File: src/gio_regs.svh
// Purpose: Offsets, field positions, reset values and timing counts
// Assumes: 32-bit register words on a byte-addressed bus
// Notes:   Definitions only; shared by the cell and its delay counter
`ifndef GIO_REGS_SVH
`define GIO_REGS_SVH

// Register byte offsets
`define GIO_CTRL_OFS      8'h00
`define GIO_STAT_OFS      8'h04

// Control word fields
`define GIO_F_FAST        0
`define GIO_F_DIFF        1
`define GIO_F_MODE_LO     2
`define GIO_F_MODE_HI     3
`define GIO_F_RX_REG      4
`define GIO_F_TX_REG      5
`define GIO_F_OE_REG      6
`define GIO_F_RX_NEG      7
`define GIO_F_TX_NEG      8
`define GIO_F_OE_NEG      9
`define GIO_F_INVERT      10
`define GIO_F_RESYNC      11
`define GIO_F_ROUTE_LO    12
`define GIO_F_ROUTE_HI    14
`define GIO_CTRL_RST      32'h0000_0071
`define GIO_CTRL_MASK     32'h0000_7fff

// Status word fields
`define GIO_S_DCOUNT_LO   0
`define GIO_S_DCOUNT_HI   5
`define GIO_S_PAD_P       8
`define GIO_S_PAD_N       9
`define GIO_S_OE_MISM     10
`define GIO_S_CFG_ERR     11

// Bus responses
`define GIO_RESP_OKAY     2'h0
`define GIO_RESP_SLVERR   2'h2

// Dynamic delay counter
`define GIO_DLY_INIT      6'h00
`define GIO_DLY_MIN       6'h00
`define GIO_DLY_MAX       6'h3f

// Delay settle time and its cycle count, rounded up
`define GIO_CLK_PERIOD_NS 40
`define GIO_DLY_APPLY_NS  5
`define GIO_DLY_APPLY_CYC \
  ((`GIO_DLY_APPLY_NS + `GIO_CLK_PERIOD_NS - 1) / `GIO_CLK_PERIOD_NS)

`endif

File: src/gio_pkg.sv
// Purpose: Types shared by the I/O cell logic
// Assumes: Nothing beyond the register header
// Notes:   Enumerations follow Gray steps along the usual order
package gio_pkg;

  // Data path mode; code 2'h2 is illegal
  typedef enum logic [1:0] {
    GIO_MODE_SINGLE = 2'h0,
    GIO_MODE_DUAL   = 2'h1,
    GIO_MODE_SERIAL = 2'h3
  } gio_mode_t;

  // Destination of the unregistered alternate input
  typedef enum logic [2:0] {
    GIO_RT_NONE     = 3'h0,
    GIO_RT_PLLREF   = 3'h1,
    GIO_RT_GLOBAL   = 3'h3,
    GIO_RT_REGIONAL = 3'h2,
    GIO_RT_PLLFB    = 3'h6,
    GIO_RT_VREF     = 3'h7
  } gio_route_t;

  // Register decode result
  typedef enum logic [1:0] {
    GIO_REG_NONE = 2'h0,
    GIO_REG_CTRL = 2'h1,
    GIO_REG_STAT = 2'h3
  } gio_reg_t;

  typedef logic [3:0] gio_word_t;
  typedef logic [5:0] gio_tap_t;

endpackage

File: src/gio_delay_ctr.sv
// Purpose: Dynamic input delay count with up/down step and clear
// Assumes: step_en is a one-cycle pulse on the receive clock edge
// Notes:   The tap reaches the delay line a fixed settle time later
`timescale 1ns/10ps
`default_nettype none
`include "gio_regs.svh"

module gio_delay_ctr (
  // Clock and reset
  input  wire logic             clk,
  input  wire logic             rst_n,
  // Stepping controls
  input  wire logic             step_en,
  input  wire logic             adjust_en,
  input  wire logic             step_up,
  input  wire logic             clear,
  // Count and applied tap
  output var  gio_pkg::gio_tap_t count_q,
  output wire gio_pkg::gio_tap_t tap_q
);
  import gio_pkg::*;

  gio_tap_t stage_q [`GIO_DLY_APPLY_CYC];

  // Clear wins over stepping; ends saturate instead of wrapping
  always_ff @(posedge clk) begin
    if (!rst_n) begin
      count_q <= `GIO_DLY_INIT;
    end else if (clear) begin
      count_q <= `GIO_DLY_INIT;
    end else if (step_en && adjust_en) begin
      if (step_up && count_q != `GIO_DLY_MAX) begin
        count_q <= count_q + 6'h01;
      end else if (!step_up && count_q != `GIO_DLY_MIN) begin
        count_q <= count_q - 6'h01;
      end
    end
  end

  // Settle pipeline: the delay line sees the new count later
  genvar g;
  generate
    for (g = 0; g < `GIO_DLY_APPLY_CYC; g++) begin : g_stage
      always_ff @(posedge clk) begin
        if (!rst_n) begin
          stage_q[g] <= `GIO_DLY_INIT;
        end else if (g == 0) begin
          stage_q[g] <= count_q;
        end else begin
          stage_q[g] <= stage_q[(g == 0) ? 0 : g - 1];
        end
      end
    end
  endgenerate

  assign tap_q = stage_q[`GIO_DLY_APPLY_CYC - 1];

endmodule
`default_nettype wire

File: src/gio_cell.sv
// Purpose: Core-side logic of a programmable general-purpose I/O cell
// Assumes: Register and serial clocks arrive as levels sampled by
//          sys_clk; their edges become one-cycle enables
// Notes:   Configuration is held in a control word over AXI4-Lite
`timescale 1ns/10ps
`default_nettype none
`include "gio_regs.svh"

module gio_cell (
  // Clock and reset
  input  wire logic              sys_clk,
  input  wire logic              resetn,
  // AXI4-Lite write channels
  input  wire logic [7:0]        awaddr,
  input  wire logic              awvalid,
  output var  logic              awready,
  input  wire logic [31:0]       wdata,
  input  wire logic [3:0]        wstrb,
  input  wire logic              wvalid,
  output var  logic              wready,
  output var  logic [1:0]        bresp,
  output var  logic              bvalid,
  input  wire logic              bready,
  // AXI4-Lite read channels
  input  wire logic [7:0]        araddr,
  input  wire logic              arvalid,
  output var  logic              arready,
  output var  logic [31:0]       rdata,
  output var  logic [1:0]        rresp,
  output var  logic              rvalid,
  input  wire logic              rready,
  // Fabric clocks, sampled as levels
  input  wire logic              tx_reg_clk,
  input  wire logic              rx_reg_clk,
  input  wire logic              tx_serial_clk,
  input  wire logic              rx_serial_clk,
  // Fabric data and enables
  input  wire gio_pkg::gio_word_t out_data,
  input  wire logic              drive_enable,
  input  wire logic              drive_enable_comp,
  output var  gio_pkg::gio_word_t in_data,
  // Dynamic delay control
  input  wire logic              delay_adjust_enable,
  input  wire logic              delay_step_up,
  input  wire logic              delay_count_clear,
  output wire gio_pkg::gio_tap_t  input_delay_tap,
  // Alternate input destinations
  output var  logic              bypass_input,
  output var  logic              global_clock_net,
  output var  logic              regional_clock_net,
  output var  logic              pll_ref_clock,
  output var  logic              pll_feedback_input,
  output var  logic              vref_input,
  // Pad side
  input  wire logic              pad_p_i,
  input  wire logic              pad_n_i,
  output var  logic              pad_p_o,
  output var  logic              pad_p_oe,
  output var  logic              pad_n_o,
  output var  logic              pad_n_oe
);
  import gio_pkg::*;

  logic [31:0] ctrl_q;
  logic [3:0]  clk_prev_q;
  logic [3:0]  clk_now;
  logic [3:0]  clk_rise;
  logic [3:0]  clk_fall;
  logic        fast_io_cell;
  logic        differential;
  logic        rx_registered;
  logic        tx_registered;
  logic        oe_registered;
  logic        rx_neg;
  logic        tx_neg;
  logic        oe_neg;
  logic        invert;
  logic        resync;
  logic        double_edge_mode;
  gio_mode_t   io_mode;
  gio_route_t  route;
  logic        cfg_err;
  logic        rx_act;
  logic        tx_act;
  logic        oe_act;
  logic        rx_hi_q;
  logic        rx_lo_q;
  gio_word_t   rx_shift_q;
  logic        tx_bit_q;
  logic        tx_lo_q;
  gio_word_t   tx_word_q;
  gio_word_t   tx_shift_q;
  logic        tx_load_q;
  logic        oe_q;
  logic        oe_mism_q;
  gio_tap_t    dly_count;
  logic        aw_held_q;
  logic [7:0]  aw_addr_q;
  logic        w_held_q;
  logic [31:0] w_data_q;
  logic [3:0]  w_strb_q;
  logic        wr_go;
  gio_reg_t    wr_sel;
  logic [31:0] stat_word;
  logic [31:0] rd_word;

  // Decode of a register address, shared by the read and write paths
  function automatic gio_reg_t reg_sel(input logic [7:0] addr);
    if (addr == `GIO_CTRL_OFS) begin
      reg_sel = GIO_REG_CTRL;
    end else if (addr == `GIO_STAT_OFS) begin
      reg_sel = GIO_REG_STAT;
    end else begin
      reg_sel = GIO_REG_NONE;
    end
  endfunction

  // A low-speed cell may only reach the PLL reference
  function automatic logic route_hit(input gio_route_t sel,
                                     input logic fast,
                                     input gio_route_t dest);
    route_hit = (sel == dest) && (fast || dest == GIO_RT_PLLREF);
  endfunction

  // Control word fields
  assign fast_io_cell  = ctrl_q[`GIO_F_FAST];
  assign differential  = ctrl_q[`GIO_F_DIFF] & fast_io_cell;
  assign rx_registered = ctrl_q[`GIO_F_RX_REG];
  assign tx_registered = ctrl_q[`GIO_F_TX_REG];
  assign oe_registered = ctrl_q[`GIO_F_OE_REG];
  assign rx_neg        = ctrl_q[`GIO_F_RX_NEG];
  assign tx_neg        = ctrl_q[`GIO_F_TX_NEG];
  assign oe_neg        = ctrl_q[`GIO_F_OE_NEG];
  assign invert        = ctrl_q[`GIO_F_INVERT];
  assign resync        = ctrl_q[`GIO_F_RESYNC];
  assign route = gio_route_t'(ctrl_q[`GIO_F_ROUTE_HI:`GIO_F_ROUTE_LO]);

  // The low-speed cell has no serializer, so it falls back to single
  always_comb begin
    io_mode = gio_mode_t'(ctrl_q[`GIO_F_MODE_HI:`GIO_F_MODE_LO]);
    if (!fast_io_cell && io_mode == GIO_MODE_SERIAL) begin
      io_mode = GIO_MODE_SINGLE;
    end
  end
  assign double_edge_mode = (io_mode == GIO_MODE_DUAL);
  assign cfg_err = (ctrl_q[`GIO_F_MODE_HI:`GIO_F_MODE_LO] == 2'h2)
                 | (!fast_io_cell && ctrl_q[`GIO_F_MODE_HI])
                 | (!fast_io_cell && route != GIO_RT_NONE
                    && route != GIO_RT_PLLREF);

  // Edge enables; order is tx reg, rx reg, tx serial, rx serial
  assign clk_now  = {rx_serial_clk, tx_serial_clk, rx_reg_clk, tx_reg_clk};
  assign clk_rise = clk_now & ~clk_prev_q;
  assign clk_fall = ~clk_now & clk_prev_q;
  assign rx_act   = rx_neg ? clk_fall[1] : clk_rise[1];
  assign tx_act   = tx_neg ? clk_fall[0] : clk_rise[0];
  assign oe_act   = oe_neg ? clk_fall[0] : clk_rise[0];

  always_ff @(posedge sys_clk) begin
    if (!resetn) begin
      clk_prev_q <= 4'h0;
    end else begin
      clk_prev_q <= clk_now;
    end
  end

  // Raw samples on both receive edges and the serial shifter
  always_ff @(posedge sys_clk) begin
    if (!resetn) begin
      rx_hi_q    <= 1'h0;
      rx_lo_q    <= 1'h0;
      rx_shift_q <= 4'h0;
    end else begin
      if (clk_rise[1]) begin
        rx_hi_q <= pad_p_i;
      end
      if (clk_fall[1]) begin
        rx_lo_q <= pad_p_i;
      end
      if (clk_rise[3]) begin
        rx_shift_q <= {pad_p_i, rx_shift_q[3:1]};
      end
    end
  end

  // Word handed to the fabric, per data mode
  always_ff @(posedge sys_clk) begin
    if (!resetn) begin
      in_data <= 4'h0;
    end else begin
      unique case (io_mode)
        GIO_MODE_SINGLE: begin
          if (rx_act || !rx_registered) begin
            in_data <= {3'h0, pad_p_i};
          end
        end
        GIO_MODE_DUAL: begin
          if (resync) begin
            // Both halves of one period leave together on rising edge
            if (clk_rise[1]) begin
              in_data <= {2'h0, rx_lo_q, rx_hi_q};
            end
          end else begin
            if (clk_rise[1]) begin
              in_data[0] <= pad_p_i;
            end
            if (clk_fall[1]) begin
              in_data[1] <= pad_p_i;
            end
          end
        end
        GIO_MODE_SERIAL: begin
          if (clk_rise[1]) begin
            in_data <= rx_shift_q;
          end
        end
        default: begin
          in_data <= 4'h0;
        end
      endcase
    end
  end

  // Parallel word for the serializer, reloaded on each rising transmit register edge
  always_ff @(posedge sys_clk) begin
    if (!resetn) begin
      tx_word_q  <= 4'h0;
      tx_shift_q <= 4'h0;
      tx_load_q  <= 1'h0;
    end else begin
      if (clk_rise[0]) begin
        tx_word_q <= out_data;
      end
      // A new word that lands on a shift edge still waits its turn
      tx_load_q <= clk_rise[0] | (tx_load_q & ~clk_rise[2]);
      if (clk_rise[2]) begin
        tx_shift_q <= tx_load_q ? {1'h0, tx_word_q[3:1]}
                                : {1'h0, tx_shift_q[3:1]};
      end
    end
  end

  // Bit bound for the pad, per data mode
  always_ff @(posedge sys_clk) begin
    if (!resetn) begin
      tx_bit_q <= 1'h0;
      tx_lo_q  <= 1'h0;
    end else begin
      unique case (io_mode)
        GIO_MODE_SINGLE: begin
          if (tx_act || !tx_registered) begin
            tx_bit_q <= out_data[0];
          end
        end
        GIO_MODE_DUAL: begin
          if (clk_rise[0]) begin
            tx_bit_q <= out_data[0];
            tx_lo_q  <= out_data[1];
          end else if (clk_fall[0]) begin
            tx_bit_q <= tx_lo_q;
          end
        end
        GIO_MODE_SERIAL: begin
          if (clk_rise[2]) begin
            tx_bit_q <= tx_load_q ? tx_word_q[0]
                                  : tx_shift_q[0];
          end
        end
        default: begin
          tx_bit_q <= 1'h0;
        end
      endcase
    end
  end

  // Drive enable, registered on the transmit clock when asked
  always_ff @(posedge sys_clk) begin
    if (!resetn) begin
      oe_q      <= 1'h0;
      oe_mism_q <= 1'h0;
    end else begin
      if (oe_act || !oe_registered) begin
        oe_q <= drive_enable;
      end
      oe_mism_q <= differential & (drive_enable ^ drive_enable_comp);
    end
  end

  // Pad drivers; the N side only drives as the complement leg
  always_ff @(posedge sys_clk) begin
    if (!resetn) begin
      pad_p_o  <= 1'h0;
      pad_p_oe <= 1'h0;
      pad_n_o  <= 1'h0;
      pad_n_oe <= 1'h0;
    end else begin
      pad_p_o  <= tx_bit_q ^ invert;
      pad_p_oe <= oe_q;
      pad_n_o  <= differential & ~(tx_bit_q ^ invert);
      // Trusts the complementary enable to equal the main one
      pad_n_oe <= differential & oe_q;
    end
  end

  // Alternate input bypasses every user register
  always_ff @(posedge sys_clk) begin
    if (!resetn) begin
      bypass_input       <= 1'h0;
      global_clock_net   <= 1'h0;
      regional_clock_net <= 1'h0;
      pll_ref_clock      <= 1'h0;
      pll_feedback_input <= 1'h0;
      vref_input         <= 1'h0;
    end else begin
      bypass_input       <= pad_p_i;
      pll_ref_clock      <= pad_p_i &
        route_hit(route, fast_io_cell, GIO_RT_PLLREF);
      global_clock_net   <= pad_p_i &
        route_hit(route, fast_io_cell, GIO_RT_GLOBAL);
      regional_clock_net <= pad_p_i &
        route_hit(route, fast_io_cell, GIO_RT_REGIONAL);
      pll_feedback_input <= pad_p_i &
        route_hit(route, fast_io_cell, GIO_RT_PLLFB);
      vref_input         <= pad_p_i &
        route_hit(route, fast_io_cell, GIO_RT_VREF);
    end
  end

  // Delay stepping runs on the receive register clock, fast cell only
  gio_delay_ctr u_delay (
    .clk       (sys_clk),
    .rst_n     (resetn),
    .step_en   (clk_rise[1]),
    .adjust_en (delay_adjust_enable & fast_io_cell),
    .step_up   (delay_step_up),
    .clear     (delay_count_clear),
    .count_q   (dly_count),
    .tap_q     (input_delay_tap)
  );

  // Status word built from live state
  always_comb begin
    stat_word = 32'h0;
    stat_word[`GIO_S_DCOUNT_HI:`GIO_S_DCOUNT_LO] = dly_count;
    stat_word[`GIO_S_PAD_P]   = pad_p_i;
    stat_word[`GIO_S_PAD_N]   = pad_n_i;
    stat_word[`GIO_S_OE_MISM] = oe_mism_q;
    stat_word[`GIO_S_CFG_ERR] = cfg_err;
  end

  // Write address channel; held until paired with its data
  always_ff @(posedge sys_clk) begin
    if (!resetn) begin
      awready   <= 1'h0;
      aw_held_q <= 1'h0;
      aw_addr_q <= 8'h0;
    end else if (awvalid && awready) begin
      awready   <= 1'h0;
      aw_held_q <= 1'h1;
      aw_addr_q <= awaddr;
    end else if (wr_go) begin
      aw_held_q <= 1'h0;
    end else if (!aw_held_q && !bvalid) begin
      awready <= 1'h1;
    end
  end

  // Write data channel, taken in either order against the address
  always_ff @(posedge sys_clk) begin
    if (!resetn) begin
      wready   <= 1'h0;
      w_held_q <= 1'h0;
      w_data_q <= 32'h0;
      w_strb_q <= 4'h0;
    end else if (wvalid && wready) begin
      wready   <= 1'h0;
      w_held_q <= 1'h1;
      w_data_q <= wdata;
      w_strb_q <= wstrb;
    end else if (wr_go) begin
      w_held_q <= 1'h0;
    end else if (!w_held_q && !bvalid) begin
      wready <= 1'h1;
    end
  end

  assign wr_go  = aw_held_q & w_held_q & ~bvalid;
  assign wr_sel = reg_sel(aw_addr_q);

  // Control word with byte lanes; the status word ignores writes
  always_ff @(posedge sys_clk) begin
    if (!resetn) begin
      ctrl_q <= `GIO_CTRL_RST;
    end else if (wr_go && wr_sel == GIO_REG_CTRL) begin
      for (int b = 0; b < 4; b++) begin
        if (w_strb_q[b]) begin
          ctrl_q[b*8 +: 8] <= w_data_q[b*8 +: 8]
                            & 8'(`GIO_CTRL_MASK >> (b*8));
        end
      end
    end
  end

  // Write response; unmapped addresses answer with a slave error
  always_ff @(posedge sys_clk) begin
    if (!resetn) begin
      bvalid <= 1'h0;
      bresp  <= `GIO_RESP_OKAY;
    end else if (wr_go) begin
      bvalid <= 1'h1;
      bresp  <= (wr_sel == GIO_REG_NONE) ? `GIO_RESP_SLVERR
                                         : `GIO_RESP_OKAY;
    end else if (bvalid && bready) begin
      bvalid <= 1'h0;
    end
  end

  // Read data selection
  always_comb begin
    unique case (reg_sel(araddr))
      GIO_REG_CTRL: rd_word = ctrl_q;
      GIO_REG_STAT: rd_word = stat_word;
      default:      rd_word = 32'h0;
    endcase
  end

  // Read channel; one read in flight, answered the cycle after take
  always_ff @(posedge sys_clk) begin
    if (!resetn) begin
      arready <= 1'h0;
      rvalid  <= 1'h0;
      rdata   <= 32'h0;
      rresp   <= `GIO_RESP_OKAY;
    end else if (arvalid && arready) begin
      arready <= 1'h0;
      rvalid  <= 1'h1;
      rdata   <= rd_word;
      rresp   <= (reg_sel(araddr) == GIO_REG_NONE) ? `GIO_RESP_SLVERR
                                                   : `GIO_RESP_OKAY;
    end else if (rvalid && rready) begin
      rvalid <= 1'h0;
    end else if (!rvalid) begin
      arready <= 1'h1;
    end
  end

endmodule
`default_nettype wire

File: config.mk
export PLATFORM = sky130hd
export DESIGN_NAME = gio_cell
export DESIGN_NICKNAME = d
export VERILOG_FILES = /design/src/gio_pkg.sv /design/src/gio_delay_ctr.sv /design/src/gio_cell.sv
export VERILOG_INCLUDE_DIRS = /design/src
export SDC_FILE = /design/constraint.sdc
export NUM_CORES = 1
export LEC_CHECK = 0
export BUFFER_PORTS_ARGS = -buffer_cell sky130_fd_sc_hd__buf_2
export CAP_MARGIN = 15
export CORE_MARGIN = 2
export CORE_UTILIZATION = 52
export CTS_CLUSTER_DIAMETER = 150
export CTS_CLUSTER_SIZE = 24
export DETAILED_ROUTE_END_ITERATION = 6
export GPL_TIMING_DRIVEN = 0
export PLACE_DENSITY = 0.8
export SLEW_MARGIN = 30
export SYNTH_ARGS = -nofsm -noshare
export SYNTH_HDL_FRONTEND = slang
export SYNTH_SLANG_ARGS = --single-unit
File: constraint.sdc
create_clock -name sys_clk -period 2.6 [get_ports sys_clk]
set_input_delay 0.13 -clock sys_clk [delete_from_list [all_inputs] [get_ports sys_clk]]
set_output_delay 0.13 -clock sys_clk [all_outputs]
set_load 0.05 [all_outputs]
## After elaboration in Yosys (flattened, before gate mapping)

Memories as Yosys holds them, arrays and structs flattened.
Index checks and enable logic that the tools add are counted.

| word-level totals | value |
|---|---|
| bits in registers | 126 |
| memory bits (writable) | 6 |
| output and inout bits | 61 |
| word-level logic and storage cells | 196 |
| memories | 1 |

Memory list:

| memory | depth | bits a word | rd ports | clocked after memory_dff | wr ports | line | text |
|---|---|---|---|---|---|---|---|
| u_delay.stage_q | 1 | 6 | 1 | 0 | 1 | gio_delay_ctr.sv:23 | `` gio_tap_t stage_q [`GIO_DLY_APPLY_CYC]; `` |

| operators by class | value |
|---|---|
| add/sub/neg operators | 2 |
| equality and inequality tests | 25 |
| muxes and demuxes | 41 |
| bitwise gates (word level) | 29 |
| reductions and logical operators | 58 |

Operators with widths:

| operator | number |
|---|---|
| 15-bit case mux with 2 select lines | 1 |
| 2-bit two-way mux | 11 |
| 1-bit two-way mux | 20 |
| 1-bit logical AND | 19 |
| 6-bit two-way mux | 3 |
| 8-bit by 3-bit == test with 1-bit output (second input constant) | 2 |
| 8-bit zero test | 2 |
| 2-bit AND reduction | 7 |
| 1-bit bitwise AND | 13 |
| 4-bit two-way mux | 3 |
| 2-bit inequality test (second input constant) | 6 |
| 4-bit case mux with 3 select lines | 1 |
| 2-bit nonzero test | 5 |
| 3-bit inequality test (second input constant) | 3 |
| 2-bit == test (second input constant) | 4 |
| 1-bit zero test | 8 |
| 4-bit AND reduction | 2 |
| 2-bit OR reduction | 4 |
| 1-bit inverter | 7 |
| 6-bit by 1-bit adder with 6-bit output (second input constant) | 1 |
| 2-bit by 1-bit == test with 1-bit output (second input constant) | 3 |
| 3-bit by 2-bit == test with 1-bit output (second input constant) | 2 |
| 3-bit == test (second input constant) | 2 |
| 2-bit zero test | 3 |
| 17 further kinds | 23 |

## Depth between registers and ports, before layout

| depth | value |
|---|---|
| depth after elaboration | 7 |
| depth in mapped cells | 10 |
| mapped depth without buffers | 9 |

## By module

Synthesis repeated with hierarchy kept, for this count alone.

| unflattened totals | value |
|---|---|
| cells, all modules | 532 |
| area total of the unflattened synthesis | 4749.6 sq um |

By module, submodules not included:

| module | instances | cells each | area an instance (sq um) |
|---|---|---|---|
| gio_cell | 1 | 467 | 4127.7 |
| gio_delay_ctr | 1 | 65 | 621.8 |

## Worst setup path before layout

Ideal clock, no wire load.

| timing path | value |
|---|---|
| kind | register to register |
| from | reg u_delay.count_q[0] |
| to | reg u_delay.count_q[5] |
| setup time | 0.145 ns |
| arrival | 2.183 ns |
| setup slack | 0.272 ns |
| cell stages (with the launch flop) | 11 |
| path through | dfxtp_1 > clkbuf_1 > nand4_1 > o21a_1 > inv_1 > ha_1 > a211oi_1 > o21bai_1 > a21o_1 > a221oi_1 > o311ai_0 |

| between the ends | value |
|---|---|
| word-level cells in the longest chain between the ends | 4 |
| elaborated cells between the ends (all ways) | 10 |
| classes of those cells | add/sub (2); eq/ne (1); mux (2); reduce/logical (5) |

Ends and longest elaborated chain:

| element | line | text |
|---|---|---|
| start, declared | gio_delay_ctr.sv:18 | `output var gio_pkg::gio_tap_t count_q,` |
| start signal, assigned | gio_delay_ctr.sv:28 | `` count_q <= `GIO_DLY_INIT; `` |
| start signal, assigned | gio_delay_ctr.sv:30 | `` count_q <= `GIO_DLY_INIT; `` |
| start signal, assigned | gio_delay_ctr.sv:33 | `count_q <= count_q + 6'h01;` |
| parallel branches: the longest is 4 deep, another holds 6-bit by 1-bit subtractor with 6-bit output | n/a |  |

Parallel ways; which one is timed is not known. The select of a mux whose other input is x is not followed.
A chain may end at the register's enable or synchronous reset.

## Worst setup path in the final report

| timing path | value |
|---|---|
| from | reg u_delay.count_q[2] |
| to | reg u_delay.count_q[5] |

Same word-level chain as after synthesis.

==> results.sh <==
export IMPL_yosysMostFrequentCell="dfxtp_1"
export IMPL_vias=4146
export IMPL_combPwrFrac_pct=13.3
export IMPL_num_rows=34
export IMPL_synth_area_um2=4760
export IMPL_cp_end_kind="flip-flop"
export IMPL_dpl_hpwl_um=8120
export IMPL_p_switching_mw=0.896
export IMPL_fin_util_pct=65.1
export IMPL_dieArea_um2=9930
export IMPL_cts_tree="yes"
export IMPL_critPathMaxStageDelay_ns=0.46
export IMPL_critPathLaunch="u_delay.count_q[2]"
export IMPL_dr_pass1_iters=5
export IMPL_cts_sinks=112
export IMPL_clk_pin_slew_ns=0.11
export IMPL_post_drt_wl_per_cell_um=13.9
export IMPL_finClkSkew_ns=0.0126
export IMPL_cts_root_buf="clkbuf_8"
export IMPL_area_growth_pct=20.5
export IMPL_yosys_area_top_type_share_pct=47.1
export IMPL_p_int_mw=2.37
export IMPL_grt_overflow_total=0
export IMPL_r2r_start="u_delay.count_q[2]"
export IMPL_worst_pin_slew_ns=0.707
export IMPL_synth_common_cells="dfxtp_1 (112), nand2_1 (73), nor2_1 (68), a21oi_1 (57), mux2i_1 (44)"
export IMPL_layoutNonFillerInstCount=789
export IMPL_seqCellArea_um2=2240
export IMPL_switching_share_pct=27.4
export IMPL_finalSetupViolations=0
export IMPL_finalHoldViolCount=0
export IMPL_die_y_um=99.6
export IMPL_initial_core_util_pct=54.0
export IMPL_crit_slowest_cell="dfxtp_1"
export IMPL_hp_class="input pin to flip-flop"
export IMPL_r2r_end="u_delay.count_q[5]"
export IMPL_antenna_found_initial=0
export IMPL_avgViaCountPerCell=5.25
export IMPL_cp_start_kind="flip-flop"
export IMPL_rr_worst_depth=9
export IMPL_async_flop_share_pct=0
export IMPL_crit_fanout=7
export IMPL_io_buffers=94
export IMPL_ys_flop_type="dfxtp_1"
export IMPL_ios=135
export IMPL_crit_type="flip-flop to flip-flop"
export IMPL_cp_required_ns=2.83
export IMPL_seqPwrFrac_pct=55.1
export IMPL_rsz0062_at_grt="no"
export IMPL_insertion_delay_ns=0.37
export IMPL_ys_ff_latch=112
export IMPL_grt_pass1_wl_um=17800
export IMPL_core_area_um2=8810
export IMPL_r2r_setup_slack_ns=0.19
export IMPL_slew_violations=0
export IMPL_grt_usage_pct=22.1
export IMPL_fin_nets=757
export IMPL_grt_start_max_net_pins=19
export IMPL_detail_route_iter0_violations=263
export IMPL_power_density_nw_per_um2=570
export IMPL_totalWireLength_um=10900
export IMPL_critPathCapture="u_delay.count_q[5]"
export IMPL_relSlewSlack_pct=52.9
export IMPL_fillers=742
export IMPL_fmax_mhz=415
export IMPL_crit_arrival_ns=2.64
export IMPL_dp_cells=763
export IMPL_crit_path_cell_trace="nand4_1 > o21a_1 > inv_2 > ha_1 > a211oi_1 > o21bai_1 > a21o_1 > a221oi_1 > o311ai_0"
export IMPL_synth_area_leader_cell="dfxtp_1"
export IMPL_drive_gt1_share_pct=20.9
export IMPL_drtAntennaViolNets=0
export IMPL_vdd_drop_max_uv=357
export IMPL_yosys_warnings=0
export IMPL_period_share_pct=92.7
export IMPL_cts_buffers=9
export IMPL_status="completed"
export IMPL_syn_avg_cell_area_um2=8.76
export IMPL_syn_inst=543
export IMPL_synth_edf_count=0
export IMPL_drcViolationCount=0
export IMPL_synthTopCellsByArea="dfxtp_1 (47%), mux2i_1 (9.3%), a21oi_1 (6.0%), nand2_1 (5.8%), nor2_1 (5.4%)"
export IMPL_gp_congestion=0.815
export IMPL_first_global_vias=3802
export IMPL_clkPwrFrac_pct=31.6
export IMPL_clock_path_buffers=2
export IMPL_ys_seq_area_share_pct=47.1
export IMPL_post_cts_setup_buffer_count=0
export IMPL_cts_max_level=3
export IMPL_die_w_um=99.6
export IMPL_diodes=0
export IMPL_p_leak_nw=2.57
export IMPL_multiInputGateArea_um2=2290
export IMPL_synth_distinct_cells=52
export IMPL_maxCapViolCount=0
export IMPL_layout_min_cycle_time_ns=2.41
==> critical path, delay by kind of cell, from the launching register on <==
kind                       cells  cell delay [ns]
DFF                            1             0.46
AOI/OAI and AO/OA              6             1.28
buffers and inverters          1             0.13
adders and majority gates      1             0.27
and+or+nand+nor                1             0.13
==> state kept, by name (all words and copies together), names as in the netlist, 2 cells and up <==
register / cells
u_delay.stage_q: 6
rx_shift_q: 4
ctrl_q: 15
w_data_q: 15
clk_prev_q: 4
u_delay.count_q: 6
in_data: 4
rdata: 15
w_strb_q: 2
tx_shift_q: 3
aw_addr_q: 8
tx_word_q: 4
==> power groups by stage <==
stage                     combinational (mW)  clock [mW]  sequential, mW
after floorplan                        0.271           0            1.87
after global placement                 0.409           0            1.84
after detailed placement               0.418           0            1.84
after CTS                              0.431        1.04            1.80
after global routing                   0.471        1.10            1.81
final                                  0.434        1.03            1.80
==> routing by layer <==
layer	track usage [%]	share of wire, %	vias to the layer above	routed length [µm]
met5	0	0	-	0
met2	36.5	47	155	5140
met3	3.23	6.1	18	669
met4	8.64	2.1	0	234
met1	29.3	45	1888	4900
li1	-	-	2085	-
==> repair_timing <==
action                     CTS  global route
gates resized for setup      0             4
hold buffers                11             0
hold endpoints to repair    11             0
setup endpoints to repair    1             1
gates cloned                 0             0
==> worst min path at each step <==
stage,start,end,slack (ns),cells after the start
after floorplan,rx_reg_clk,clk_prev_q[1],0.25,1
after global placement,tx_serial_clk,clk_prev_q[2],0.36,2
after detailed placement,rx_serial_clk,clk_prev_q[3],0.36,2
after CTS,wdata[14],w_data_q[14],0.0002,3
after global routing,wdata[8],w_data_q[8],0.006,3
final,wdata[14],w_data_q[14],0.004,3
==> cell type report <==
type / count / share of cell area, %
multi-input cells: 390 / 39.9
clock buffers: 10 / 2.23
flip-flops and latches: 112 / 39.2
well taps: 108 / 2.36
repair buffers: 105 / 10.1
clock inverters: 6 / 1.13
plain buffers: 47 / 4.36
inverters: 11 / 0.720
==> per-stage QoR <==
step | total power [mW] | hold WS [ns] | TNS [ns] | cell area (µm²) | setup slack (ns)
floorplan | 2.14 | 0.252 | 0 | 4820 | 0.272
global placement | 2.25 | 0.363 | 0 | 5430 | 0.0408
detailed placement | 2.26 | 0.365 | -0.0980 | 5430 | -0.0980
CTS | 3.27 | 0.000225 | 0 | 5730 | 0.0178
global route | 3.38 | 0.00555 | 0 | 5730 | 0.0382
finish | 3.27 | 0.00375 | 0 | 5730 | 0.190
==> placed cells by master (no fill, tap or decap), types with 2 or more instances in the layout <==
cell / n
nand3_1: 21
a211oi_1: 5
ha_1: 6
nand2_1: 73
a21o_1: 5
dlygate4sd3_1: 11
nor4_1: 2
nor2_1: 68
nor2b_1: 7
and2_1: 13
xnor2_1: 4
a22oi_1: 7
dfxtp_2: 2
inv_1: 9
buf_1: 2
nand2b_1: 10
nand3b_1: 2
conb_1: 19
inv_2: 2
a221oi_1: 2
mux2i_1: 44
nand3_4: 2
dfxtp_1: 110
nor3b_1: 3
clkbuf_8: 9
inv_6: 2
nor3_1: 6
clkbuf_1: 25
o21ai_0: 8
nand4_1: 2
buf_2: 96
xor2_1: 2
a21oi_1: 57
buf_4: 19
clkinv_2: 2
==> logic make-up (layout without fill, tap and decap cells) <==
kind of cell	Yosys count	after routing	share of synthesized area (%)
and+or+nand+nor	215	215	21.2
adders and majority gates	7	7	2.00
DFF	112	112	47.1
other	1	19	0.0788
buffers and inverters	59	179	6.21
xor gates and xnor gates	6	6	1.10
muxes	45	45	9.49
AOI/OAI and AO/OA	98	98	12.8
No activity file was read; power rests on OpenSTA's default activity.
